## src/core/ssm_pkg.sv

```systemverilog
`default_nettype none

package ssm_pkg;

  // ----------------------------------------------------------------
  // widths and encodings
  // ----------------------------------------------------------------
  localparam int UNIT_ID_W = 5;
  localparam int VW_COUNT  = 6;

  // virtual wire bit positions in the held wire vector
  localparam int VW_NUM_ERR_IGN = 0;
  localparam int VW_ADDR20_MASK = 1;
  localparam int VW_FP_ERROR    = 2;
  localparam int VW_STOP_CLOCK  = 3;
  localparam int VW_MGMT_ACK    = 4;
  localparam int VW_MGMT_INT    = 5;

  localparam logic VW_ASSERTED   = 1'b1;
  localparam logic VW_DEASSERTED = 1'b0;

  localparam logic [VW_COUNT-1:0] VW_RESET = 6'h00;

  // message kinds sent upstream
  typedef enum logic [1:0] {
    SSM_MSG_MGMT_INT  = 2'b00,
    SSM_MSG_STOP_CLK  = 2'b01,
    SSM_MSG_RESPONSE  = 2'b10,
    SSM_MSG_OTHER     = 2'b11
  } ssm_msg_kind_type;

  typedef struct packed {
    ssm_msg_kind_type       kind;
    logic [UNIT_ID_W-1:0]   unit_identifier;
    logic                   pass_posted_write_flag;
    logic                   target_done_response;
    logic                   wire_level;
  } ssm_msg_type;

  // request from host-facing core: a host transaction and its side effects
  typedef struct packed {
    logic                   needs_response;
    logic                   target_done_response;
    logic                   pass_posted_write_flag;
    logic [UNIT_ID_W-1:0]   unit_identifier;
    logic                   want_mgmt_int;
    logic                   want_stop_clk;
    logic                   stop_clk_level;
  } ssm_host_req_type;

endpackage : ssm_pkg

`default_nettype wire

```

## src/core/ssm_msg_order.sv

```systemverilog
// ----------------------------------------------------------------
// Summary of operation
// ----------------------------------------------------------------
`timescale 1ns/1ps
`default_nettype none

module ssm_msg_order (
  input  wire logic                      core_clk_i,   // link clock
  input  wire logic                      rst_i,        // sync reset, high
  input  wire logic                      req_valid_i,  // host transaction done
  input  wire ssm_pkg::ssm_host_req_type req_i,        // its response and side effects
  input  wire logic                      async_int_i,  // local management interrupt source
  input  wire logic                      init_sent_i,  // processor init message sent
  input  wire logic                      host_en_i,    // host enables upstream interrupt and stop-clock messages
  input  wire logic                      ack_msg_i,    // acknowledge message received
  input  wire logic                      ack_level_i,  // its wire level
  input  wire logic                      msg_ready_i,  // upstream accepts message
  output logic                           req_ready_o,  // may take a host transaction
  output logic                           msg_valid_o,  // upstream message valid
  output ssm_pkg::ssm_msg_type           msg_o,        // upstream message
  output logic [ssm_pkg::VW_COUNT-1:0]   wires_o,      // held virtual wire states
  output logic                           int_pend_o    // interrupt outstanding
);
  import ssm_pkg::*;

  // ----------------------------------------------------------------
  // state
  // ----------------------------------------------------------------
  typedef enum logic [1:0] {
    SSM_IDLE = 2'b00,
    SSM_MSG  = 2'b01,
    SSM_RESP = 2'b10
  } ssm_state_type;

  ssm_state_type            state_ff, nxt_state;
  ssm_host_req_type         req_ff;
  logic                     msg_valid_ff;
  ssm_msg_type              msg_ff, nxt_msg;
  logic [VW_COUNT-1:0]      wires_ff;
  logic                     int_pend_ff;
  logic                     up_en_ff;
  logic                     async_pend_ff;
  logic                     req_ready_ff, nxt_req_ready;
  ssm_state_type            state_after;

  // ----------------------------------------------------------------
  // decode
  // ----------------------------------------------------------------
  wire msg_take   = msg_valid_ff && msg_ready_i;
  wire idle       = (state_ff == SSM_IDLE) && !msg_valid_ff;
  wire take_req   = req_valid_i && idle;
  // interrupt blocked while one is outstanding or upstream is disabled
  wire int_ok     = !int_pend_ff && up_en_ff;
  wire req_int    = req_ff.want_mgmt_int && int_ok;
  wire req_msg    = (req_ff.want_stop_clk && up_en_ff) || req_int;
  wire async_go   = idle && !req_valid_i && async_pend_ff && int_ok;
  wire sent_int   = msg_take && (msg_ff.kind == SSM_MSG_MGMT_INT);
  wire ack_assert = ack_msg_i && (ack_level_i == VW_ASSERTED);

  // ----------------------------------------------------------------
  // sequencing
  // ----------------------------------------------------------------
  always_comb begin
    nxt_state = state_ff;
    nxt_msg   = msg_ff;
    unique case (state_ff)
      SSM_IDLE: begin
        if (take_req) nxt_state = SSM_MSG;
        else if (async_go) begin
          nxt_msg.kind                   = SSM_MSG_MGMT_INT;
          nxt_msg.unit_identifier        = '0;
          nxt_msg.pass_posted_write_flag = 1'b0;
          nxt_msg.target_done_response   = 1'b0;
          nxt_msg.wire_level             = VW_ASSERTED;
        end
      end
      SSM_MSG: begin
        if (req_msg) begin
          nxt_state = req_ff.needs_response ? SSM_RESP : SSM_IDLE;
          nxt_msg.unit_identifier        = req_ff.unit_identifier;
          nxt_msg.kind                   = req_int ? SSM_MSG_MGMT_INT : SSM_MSG_STOP_CLK;
          nxt_msg.wire_level             = req_int ? VW_ASSERTED : req_ff.stop_clk_level;
          nxt_msg.pass_posted_write_flag = 1'b0;
          nxt_msg.target_done_response   = 1'b0;
        end else begin
          nxt_state = SSM_IDLE;
          nxt_msg.kind                   = SSM_MSG_RESPONSE;
          nxt_msg.unit_identifier        = req_ff.unit_identifier;
          nxt_msg.pass_posted_write_flag = req_ff.pass_posted_write_flag;
          nxt_msg.target_done_response   = req_ff.target_done_response;
          nxt_msg.wire_level             = VW_DEASSERTED;
        end
      end
      SSM_RESP: begin
        nxt_state                      = SSM_IDLE;
        nxt_msg.kind                   = SSM_MSG_RESPONSE;
        nxt_msg.unit_identifier        = req_ff.unit_identifier;
        nxt_msg.pass_posted_write_flag = 1'b0;
        nxt_msg.target_done_response   = req_ff.target_done_response;
        nxt_msg.wire_level             = VW_DEASSERTED;
      end
      default: nxt_state = SSM_IDLE;
    endcase
  end

  // a new message is loaded only when the output slot is free
  wire load_msg = !msg_valid_ff &&
                  ((state_ff == SSM_MSG) && (req_msg || req_ff.needs_response) ||
                   (state_ff == SSM_RESP) || async_go);
  wire advance  = !msg_valid_ff || (state_ff == SSM_IDLE);

  // ready is registered from next-cycle state and slot, so it leaves as a flop
  assign state_after   = advance ? nxt_state : state_ff;
  assign nxt_req_ready = (state_after == SSM_IDLE) && !load_msg &&
                         !(msg_valid_ff && !msg_take);

  always_ff @(posedge core_clk_i) begin
    if (rst_i) begin
      state_ff     <= SSM_IDLE;
      req_ready_ff <= 1'b1;
      msg_valid_ff <= 1'b0;
      msg_ff       <= '0;
      req_ff       <= '0;
    end else begin
      if (advance) state_ff <= nxt_state;
      req_ready_ff <= nxt_req_ready;
      if (load_msg) msg_ff <= nxt_msg;
      if (take_req) req_ff <= req_i;
      if (load_msg) msg_valid_ff <= 1'b1;
      else if (msg_take) msg_valid_ff <= 1'b0;
    end
  end

  // ----------------------------------------------------------------
  // interrupt bookkeeping and enable
  // ----------------------------------------------------------------
  always_ff @(posedge core_clk_i) begin
    if (rst_i) begin
      int_pend_ff   <= 1'b0;
      up_en_ff      <= 1'b0;
      async_pend_ff <= 1'b0;
    end else begin
      // set on send wins over ack
      if (sent_int) int_pend_ff <= 1'b1;
      else if (ack_assert) int_pend_ff <= 1'b0;
      if (init_sent_i) up_en_ff <= 1'b0;
      else if (host_en_i) up_en_ff <= 1'b1;
      if (async_int_i) async_pend_ff <= 1'b1;
      else if (async_go) async_pend_ff <= 1'b0;
    end
  end

  // ----------------------------------------------------------------
  // held virtual wires
  // ----------------------------------------------------------------
  always_ff @(posedge core_clk_i) begin
    if (rst_i) begin
      wires_ff <= VW_RESET;
    end else begin
      if (msg_take && msg_ff.kind == SSM_MSG_STOP_CLK)
        wires_ff[VW_STOP_CLOCK] <= msg_ff.wire_level;
      if (sent_int) wires_ff[VW_MGMT_INT] <= VW_ASSERTED;
      else if (ack_assert) wires_ff[VW_MGMT_INT] <= VW_DEASSERTED;
      if (ack_msg_i) wires_ff[VW_MGMT_ACK] <= ack_level_i;
    end
  end

  assign msg_valid_o = msg_valid_ff;
  assign msg_o       = msg_ff;
  assign wires_o     = wires_ff;
  assign int_pend_o  = int_pend_ff;
  assign req_ready_o = req_ready_ff;
endmodule : ssm_msg_order

`default_nettype wire

```

## config.mk

```make
export PLATFORM = sky130hd
export DESIGN_NAME = ssm_msg_order
export DESIGN_NICKNAME = d
export VERILOG_FILES = /design/src/core/ssm_pkg.sv /design/src/core/ssm_msg_order.sv
export SDC_FILE = /design/constraint.sdc
export NUM_CORES = 1
export LEC_CHECK = 0
export ABC_AREA = 1
export BUFFER_PORTS_ARGS = -buffer_cell sky130_fd_sc_hd__buf_2
export CAP_MARGIN = 40
export CORE_ASPECT_RATIO = 0.9
export CORE_UTILIZATION = 35
export CTS_CLUSTER_SIZE = 20
export DETAILED_ROUTE_END_ITERATION = 8
export PLACE_DENSITY = 0.63
export SKIP_CTS_REPAIR_TIMING = 1
export SYNTH_ARGS = -nofsm -noshare
export SYNTH_HDL_FRONTEND = slang
export SYNTH_SLANG_ARGS = --single-unit
```

## constraint.sdc

```tcl
create_clock -name core_clk_i -period 1.6 [get_ports core_clk_i]
set_input_delay 0.16 -clock core_clk_i [delete_from_list [all_inputs] [get_ports core_clk_i]]
set_output_delay 0.16 -clock core_clk_i [all_outputs]
set_load 0.1 [all_outputs]
```

==> flow_metrics.py, run 1 <==
metrics = {
    "outcome": {
        "outcome": "completed",
    },
    "timing": {
        "postLayoutSetupSlackWorst_ns": 0.0993,
        "max_freq_mhz": 666,
        "clock-skew-final_ns": 0.00539,
        "final-hold-violation-count": 0,
        "hold-worst-slack_ns": 0.0430,
        "final.period_utilization": 0.938,
        "unrepaired_setup_endpoints_after_global_routing": "false",
        "drv_slew": 0,
        "layout_min_cycle_time_ns": 1.50,
        "setup-violations-final": 0,
    },
    "power": {
        "total_power_mw": 1.83,
        "vdd_drop_max_v": 0.000637,
        "total_leakage_power_nw": 0.881,
        "power.density_cell_area_nw_per_um2": 1010,
    },
    "global_routing": {
        "number_of_antenna_violations_at_the_first_check_in_global_routing": 0,
        "grt_use_total": 0.149,
        "grt_util_met2": 0.211,
        "grt_max_degree": 20,
        "grt_pass1_wl_mm": 4.57,
        "vias_in_the_first_global_route": 1053,
        "grt_util_met1": 0.207,
        "layer_with_the_highest_usage_after_global_routing": "met2",
        "grt.overflow.total": 0,
        "grt.met3_usage": 0.0438,
    },
    "detailed_routing": {
        "wl_mm": 3.03,
        "drcViolationCount": 0,
        "detailroute.via_count": 1301,
        "drtPass1Iterations": 4,
        "detail_route.wl_per_cell_um": 10.5,
        "dr.first_iter.drc_count": 59,
        "viasPerCell": 4.53,
        "ant_nets": 0,
    },
    "setup_path": {
        "critical_path_buf_inv_count": 2,
        "worst-endpoint-arrival_ns": 1.67,
        "critPathSlowestCell": "dfxtp_4",
        "cell_class_contributing_the_biggest_share_of_worst_path_delay": "simple AND/OR/NAND/NOR gates",
        "path_cells": "inv_2 -> ha_4 -> inv_1 -> nor2_4 -> nand3_4 -> a21oi_4 -> nand2_4 -> o21ai_0 -> nor2_1",
        "worst_ep_required_time_ns": 1.77,
        "critPathMaxFanout": 9,
        "regToRegSetupSlack_ns": 0.1,
        "max_stage_delay_ns": 0.36,
        "critPathKind": "flop to flop",
        "cp-end-kind": "flop",
        "worst_setup_path_start_kind": "flop",
    },
    "floorplanning": {
        "rows": 21,
        "floorplan.die_area_sq_um": 4250,
        "die_height_um": 62.0,
        "pin_count": 39,
        "fp.coreArea_sq_um": 3780,
        "initial_utilization": 0.370,
        "die_width_um": 68.6,
    },
    "logic_synthesis": {
        "post_synth.cell_area_avg_sq_um": 7.10,
        "netlist-cell-type-count": 23,
        "netlist_area_sq_um": 1400,
        "ys_seq_elements": 30,
        "synthCells": 197,
        "yosysSeqAreaShare": 0.429,
        "yosys_warnings": 0,
    },
    "placed_design": {
        "dp.final_hpwl_mm": 2.12,
        "count_of_input_and_output_buffers": 35,
        "numPlacedInstances": 277,
        "place_worst_setup_slack_ns": -0.0517,
        "place.gp.congestion": 0.850,
    },
    "clocking": {
        "tritoncts_clock_tree": "done",
        "clkSlewWorstSetupHoldPaths_ns": 0.06,
        "clk_path_buf_depth": 2,
        "cts_sinks": 30,
        "numCtsBuffers": 5,
        "clk_tree_root_cell": "clkbuf_8",
        "worstSkewPairLatency_ns": 0.28,
        "ctsHtreeMaxLevel": 2,
    },
    "finish": {
        "final_common_cell": "nor2_1",
        "antennaDiodeCount": 0,
        "area_growth_pct": 30.0,
        "layout.cells.most_common_list": "nor2_1, buf_2, nand2_1",
        "drive_above_1_share": 0.299,
        "finalNonFillerCells": 287,
        "final_nets": 264,
        "post-route-util": 0.480,
    },
    "min_path": {
        "worst_hold_path_type": "primary input to flop",
    },
    "job": {
        "maxCapViolations": 0,
    },
}
-- per-layer routing --
metal | wire (um) | vias to the layer above
met5 | 0 | -
met1 | 1510 | 560
met2 | 1310 | 35
met3 | 168 | 4
met4 | 40 | 0
li1 | - | 702
-- cell type report --
cell class | count | area, sq um
clock buffers | 7 | 86.3
multi-input cells | 137 | 748
repair buffers | 40 | 213
clock inverters | 1 | 5.00
fillers | 386 | 1970
inverters | 26 | 100
flip-flops and latches | 30 | 608
well taps | 46 | 57.6
-- worst register-to-register path, cell delays in order (launching register included) --
cell and delay, ns:
dfxtp_4 0.36, inv_2 0.08, ha_4 0.14, inv_1 0.06
nor2_4 0.10, nand3_4 0.13, a21oi_4 0.21, nand2_4 0.11
o21ai_0 0.16, nor2_1 0.05
-- kinds of logic after synthesis --
group / after synthesis / share of synthesized area
adder cells (fa/ha/maj): 4 / 0.0358
AO/OA/AOI/OAI: 37 / 0.135
buffers and inverters: 33 / 0.108
AND/OR/NAND/NOR: 92 / 0.289
other: 1 / 0.00268
flip-flops: 30 / 0.429
-- Yosys cell counts --
cell type,instances,area [sq um]
inv_1,25,93.8
a31oi_1,1,6.26
a21oi_1,17,85.1
buf_2,1,5.00
nand2_2,3,18.8
nor3_1,2,10.0
nor2_8,1,20.0
nor2_2,2,12.5
conb_1,1,3.75
nand3_2,2,20.0
nor2_1,41,154
nand3_1,6,30.0
nor4_1,1,6.26
buf_8,1,15.0
nand2_1,32,120
nand4_1,2,12.5
dfxtp_1,30,601
ha_1,4,50.1
o21ai_0,18,90.1
clkbuf_1,1,3.75
a21boi_1,1,7.51
inv_2,1,3.75
buf_4,4,30.0
-- state kept, by name (all words and copies together), names as in the netlist --
register       cells
async_pend_ff      1
msg_o             10
msg_valid_o        1
req_ff            11
req_ready_o        1
state_ff           2
up_en_ff           1
wires_o            3
-- path summary, 6_finish.rpt --
| kind | start | endpoint | cells after the start |
|---|---|---|---|
| max | state_ff[0] | msg_o[6] | 9 |
| min | init_sent_i | up_en_ff | 2 |
| max reg2reg | state_ff[0] | msg_o[6] | 9 |
| min reg2reg | req_ff[0] | req_ff[0] | 2 |
-- through the flow --
stage	area (sq um)	TNS, ns
floorplan	1410	0
global placement	1620	0
detailed placement	1620	-0.183
CTS	1710	-0.251
global route	1820	0
finish	1820	0
-- where the power goes --
group          switching, mW  total (mW)  internal (mW)
clock                  0.265       0.611          0.346
combinational          0.285       0.394          0.110
sequential            0.0293       0.826          0.797
No activity file was read; power rests on OpenSTA's default activity.
==> inputs of run 2 (changes only) <==
RECOVER_POWER = 100   (was not set)
==> flow_metrics.py, run 2 (synthesis gave the netlist of run 1 again) <==
metrics = {
    "finish": {
        "multiInputGateArea_sq_um": 743,
        "largest_reg_flops": 11,
        "layout.cells.most_common_list": "nor2_1, nand2_1, dfxtp_1",
        "drive_above_1_share": 0.290,
        "antennaDiodeCount": 0,
        "final_cell_area_sq_um": 1810,
        "final_common_cell": "nor2_1",
        "post-route-util": 0.479,
        "layout.filler_cells": 386,
        "final_nets": 264,
        "final-seq-area_sq_um": 607,
        "max_flop_register": "req_ff",
        "area_growth_pct": 29.5,
    },
    "clocking": {
        "worstSkewPairLatency_ns": 0.28,
        "cts_sinks": 30,
        "clk_path_buf_depth": 2,
        "clkSlewWorstSetupHoldPaths_ns": 0.06,
        "ctsHtreeMaxLevel": 2,
        "numCtsBuffers": 5,
        "tritoncts_clock_tree": "done",
        "clk_tree_root_cell": "clkbuf_8",
    },
    "global_routing": {
        "grt_use_total": 0.149,
        "grt.overflow.total": 0,
        "number_of_antenna_violations_at_the_first_check_in_global_routing": 0,
        "grt_pass1_wl_mm": 4.57,
        "vias_in_the_first_global_route": 1053,
        "grt_max_degree": 20,
    },
    "timing": {
        "fin_setup_tns_ns": 0,
        "max_freq_mhz": 666,
        "final-hold-violation-count": 0,
        "worst_slew_margin_rel": 0.638,
        "clock-skew-final_ns": 0.00546,
        "setup-violations-final": 0,
        "worst-slew-pin-transition_ns": 0.545,
        "unrepaired_setup_endpoints_after_global_routing": "false",
        "hold-worst-slack_ns": 0.0432,
        "layout_min_cycle_time_ns": 1.50,
        "final.period_utilization": 0.938,
        "drv_slew": 0,
    },
    "job": {
        "maxCapViolations": 0,
    },
    "outcome": {
        "outcome": "completed",
    },
    "power": {
        "vdd_drop_max_v": 0.000638,
        "total_leakage_power_nw": 0.861,
        "power.density_cell_area_nw_per_um2": 1010,
        "total_power_mw": 1.83,
    },
    "setup_path": {
        "critPathKind": "flop to flop",
        "worst_ep_required_time_ns": 1.77,
        "critPathMaxFanout": 9,
        "cp-end-kind": "flop",
        "worst-endpoint-arrival_ns": 1.67,
        "worst_setup_path_start_kind": "flop",
    },
    "detailed_routing": {
        "wl_mm": 3.03,
        "viasPerCell": 4.53,
        "detailroute.via_count": 1299,
        "drcViolationCount": 0,
        "dr.first_iter.drc_count": 60,
        "ant_nets": 0,
        "drtPass1Iterations": 4,
        "detail_route.wl_per_cell_um": 10.6,
    },
    "floorplanning": {
        "die_width_um": 68.6,
        "pin_count": 39,
        "initial_utilization": 0.370,
        "rows": 21,
        "floorplan.die_area_sq_um": 4250,
        "fp.coreArea_sq_um": 3780,
        "die_height_um": 62.0,
    },
    "min_path": {
        "worst_hold_path_type": "primary input to flop",
    },
    "placed_design": {
        "count_of_input_and_output_buffers": 35,
        "place.gp.congestion": 0.850,
        "dp.final_hpwl_mm": 2.12,
        "detailed_place.area_sq_um": 1620,
    },
}
## run 2: cell count changes in the layout (fill, tap and decap cells not counted)
cell and change:
dfxtp_2 -1, clkbuf_2 +16, buf_2 -16, nand3_2 -1, o21ai_1 -1, o21ai_0 +1
dfxtp_1 +1, nand3_1 +1
## run 2: area by class of cell
cell class                      instances  area share
Clock inverter                          1     0.00276
Multi-Input combinational cell        137       0.410
Sequential cell                        30       0.335
Tap cell                               46      0.0318
Timing Repair Buffer                   40       0.117
Inverter                               26      0.0552
Clock buffer                            7      0.0477
## run 2: layer usage
layer | up-vias | global-route usage | routed length (um)
met5 | - | 0 | 0
met2 | 31 | 0.211 | 1320
met1 | 563 | 0.207 | 1510
li1 | 701 | - | -
met4 | 0 | 0.0714 | 40
met3 | 4 | 0.0438 | 156
## run 2: power breakdown
group | switching (mW) | internal, mW | leakage, nW | total, mW
clock network | 0.267 | 0.346 | 0.0482 | 0.613
registers | 0.0301 | 0.796 | 0.247 | 0.826
logic | 0.284 | 0.109 | 0.565 | 0.393
## run 2: final timing paths
check	start	to	slack [ns]	cells after the start
max	state_ff[0]	msg_o[4]	0.1	9
min	init_sent_i	up_en_ff	0.04	2
max reg2reg	state_ff[0]	msg_o[4]	0.1	9
min reg2reg	req_ff[0]	req_ff[0]	0.45	2
## run 2: stage by stage
| stage | setup slack [ns] | instances |
|---|---|---|
| 6_report | 0.0994 | 287 |
| 5_1_grt | 0.0147 | 287 |
| 4_1_cts | -0.0653 | 285 |
| 3_5_place_dp | -0.0517 | 277 |
| 3_3_place_gp | 0.0231 | 277 |
| 2_1_floorplan | 0.0653 | 199 |
## run 2: worst max-delay path: stages, from the launching register on
cell and delay (ns):
dfxtp_4 0.36, inv_2 0.08, ha_4 0.14, inv_1 0.06
nor2_4 0.10, nand3_4 0.12, a21oi_4 0.21, nand2_4 0.11
o21ai_0 0.16, nor2_1 0.05
==> inputs of run 3 (changes only) <==
--- a/config.mk
+++ b/config.mk
@@ -10,3 +10,2 @@
 export CAP_MARGIN = 40
-export CORE_ASPECT_RATIO = 0.9
 export CORE_UTILIZATION = 35
@@ -17,2 +16,3 @@
 export SKIP_CTS_REPAIR_TIMING = 1
+export SLEW_MARGIN = 20
 export SYNTH_ARGS = -nofsm -noshare
--- a/constraint.sdc
+++ b/constraint.sdc
@@ -3,2 +3,2 @@
 set_output_delay 0.16 -clock core_clk_i [all_outputs]
-set_load 0.1 [all_outputs]
+set_load 0.05 [all_outputs]
==> flow_metrics.py, run 3 (synthesis gave the netlist of run 1 again) <==
metrics = {
    "power": {
        "net_sw_power_uw": 495,
        "total_power_mw": 1.73,
        "cell_internal_pwr_mw": 1.23,
        "vdd_drop_max_v": 0.000489,
        "pwr-share-clk": 0.335,
        "total_leakage_power_nw": 0.808,
        "p_comb_frac": 0.187,
        "switching_share": 0.286,
        "p_seq_frac": 0.478,
        "power.density_cell_area_nw_per_um2": 975,
    },
    "clocking": {
        "clk_tree_root_cell": "clkbuf_8",
        "clkSlewWorstSetupHoldPaths_ns": 0.06,
        "tritoncts_clock_tree": "done",
        "clk_path_buf_depth": 2,
        "cts_sinks": 30,
        "ctsHtreeMaxLevel": 2,
        "numCtsBuffers": 5,
        "worstSkewPairLatency_ns": 0.27,
    },
    "global_routing": {
        "grt_pass1_wl_mm": 4.67,
        "number_of_antenna_violations_at_the_first_check_in_global_routing": 0,
        "grt.overflow.total": 0,
        "grt_use_total": 0.147,
        "grt_max_degree": 20,
        "vias_in_the_first_global_route": 1094,
    },
    "setup_path": {
        "cp-end-kind": "flop",
        "max_stage_delay_ns": 0.31,
        "critPathSlowestCell": "dfxtp_1",
        "worst_ep_required_time_ns": 1.77,
        "worst-endpoint-arrival_ns": 1.69,
        "critPathMaxFanout": 9,
        "critPathKind": "flop to flop",
        "worst_setup_path_start_kind": "flop",
        "crit_top_cell": "inv_1",
        "r2r.worst_path.cells": 9,
        "path_cells": "inv_1 -> ha_4 -> inv_1 -> nor2_4 -> nand3_4 -> a21oi_4 -> nand2_4 -> o21ai_1 -> nor2_1",
    },
    "min_path": {
        "worst_hold_path_type": "primary input to flop",
        "holdPathStages": 2,
    },
    "finish": {
        "post-route-util": 0.474,
        "final_common_cell": "nor2_1",
        "final_cell_area_sq_um": 1770,
        "final_nets": 264,
        "largest_reg_flops": 11,
        "antennaDiodeCount": 0,
        "finalNonFillerCells": 287,
        "multiInputGateArea_sq_um": 737,
        "drive_above_1_share": 0.213,
        "area_growth_pct": 26.7,
        "layout.cells.most_common_list": "nor2_1, nand2_1, dfxtp_1",
        "layout.filler_cells": 429,
        "final-seq-area_sq_um": 602,
        "max_flop_register": "req_ff",
    },
    "placed_design": {
        "count_of_input_and_output_buffers": 35,
        "numPlacedInstances": 280,
        "place_worst_setup_slack_ns": -0.103,
        "place.gp.congestion": 0.863,
        "detailed_place.area_sq_um": 1630,
        "dp.final_hpwl_mm": 2.15,
    },
    "floorplanning": {
        "die_width_um": 65.2,
        "die_height_um": 65.2,
        "initial_utilization": 0.374,
        "pin_count": 39,
        "floorplan.die_area_sq_um": 4250,
        "fp.coreArea_sq_um": 3740,
        "rows": 22,
    },
    "outcome": {
        "outcome": "completed",
    },
    "detailed_routing": {
        "dr.first_iter.drc_count": 40,
        "wl_mm": 2.99,
        "detail_route.wl_per_cell_um": 10.4,
        "drtPass1Iterations": 4,
        "drcViolationCount": 0,
        "detailroute.via_count": 1277,
        "ant_nets": 0,
        "viasPerCell": 4.45,
    },
    "timing": {
        "postLayoutSetupSlackWorst_ns": 0.0786,
        "final-hold-violation-count": 0,
        "worst-slew-pin-transition_ns": 0.602,
        "layout_min_cycle_time_ns": 1.52,
        "max_freq_mhz": 657,
        "fin_setup_tns_ns": 0,
        "setup-violations-final": 0,
        "drv_slew": 0,
        "hold-worst-slack_ns": 0.0424,
        "worst_slew_margin_rel": 0.600,
        "final.period_utilization": 0.951,
        "clock-skew-final_ns": 0.00212,
    },
    "job": {
        "maxCapViolations": 0,
    },
}
## run 3: power by group through the flow
stage / combinational (mW) / sequential [mW] / clock, mW
finish: 0.323 / 0.825 / 0.579
global route: 0.358 / 0.831 / 0.642
CTS: 0.294 / 0.824 / 0.599
detailed placement: 0.292 / 0.840 / 0
global placement: 0.290 / 0.839 / 0
floorplan: 0.181 / 0.875 / 0
## run 3: area by class of cell
type | instances | area share
Clock buffer | 6 | 0.0466
Sequential cell | 30 | 0.339
Tap cell | 48 | 0.0339
Multi-Input combinational cell | 137 | 0.416
Inverter | 26 | 0.0550
Timing Repair Buffer | 40 | 0.109
## run 3: worst paths after layout
check                            endpoint         from  slack, ns
worst min-delay path             up_en_ff  init_sent_i       0.04
worst max-delay path             msg_o[5]  state_ff[1]       0.08
worst max register to register   msg_o[5]  state_ff[1]       0.08
worst min register to register  req_ff[8]    req_ff[8]       0.46
## run 3: layer usage
layer  track usage  share of wire  vias up
li1              -              -      703
met1         0.186           0.47      535
met2         0.220           0.45       35
met3        0.0451          0.057        4
met4        0.0815          0.019        0
met5             0              0        -
## run 3: critical path, delay by kind of cell (launching register included)
| kind | cells | cell delay [ns] |
|---|---|---|
| simple gates | 4 | 0.41 |
| compound gates | 2 | 0.36 |
| flops | 1 | 0.31 |
| buf+inv | 2 | 0.17 |
| fa+ha+maj | 1 | 0.16 |
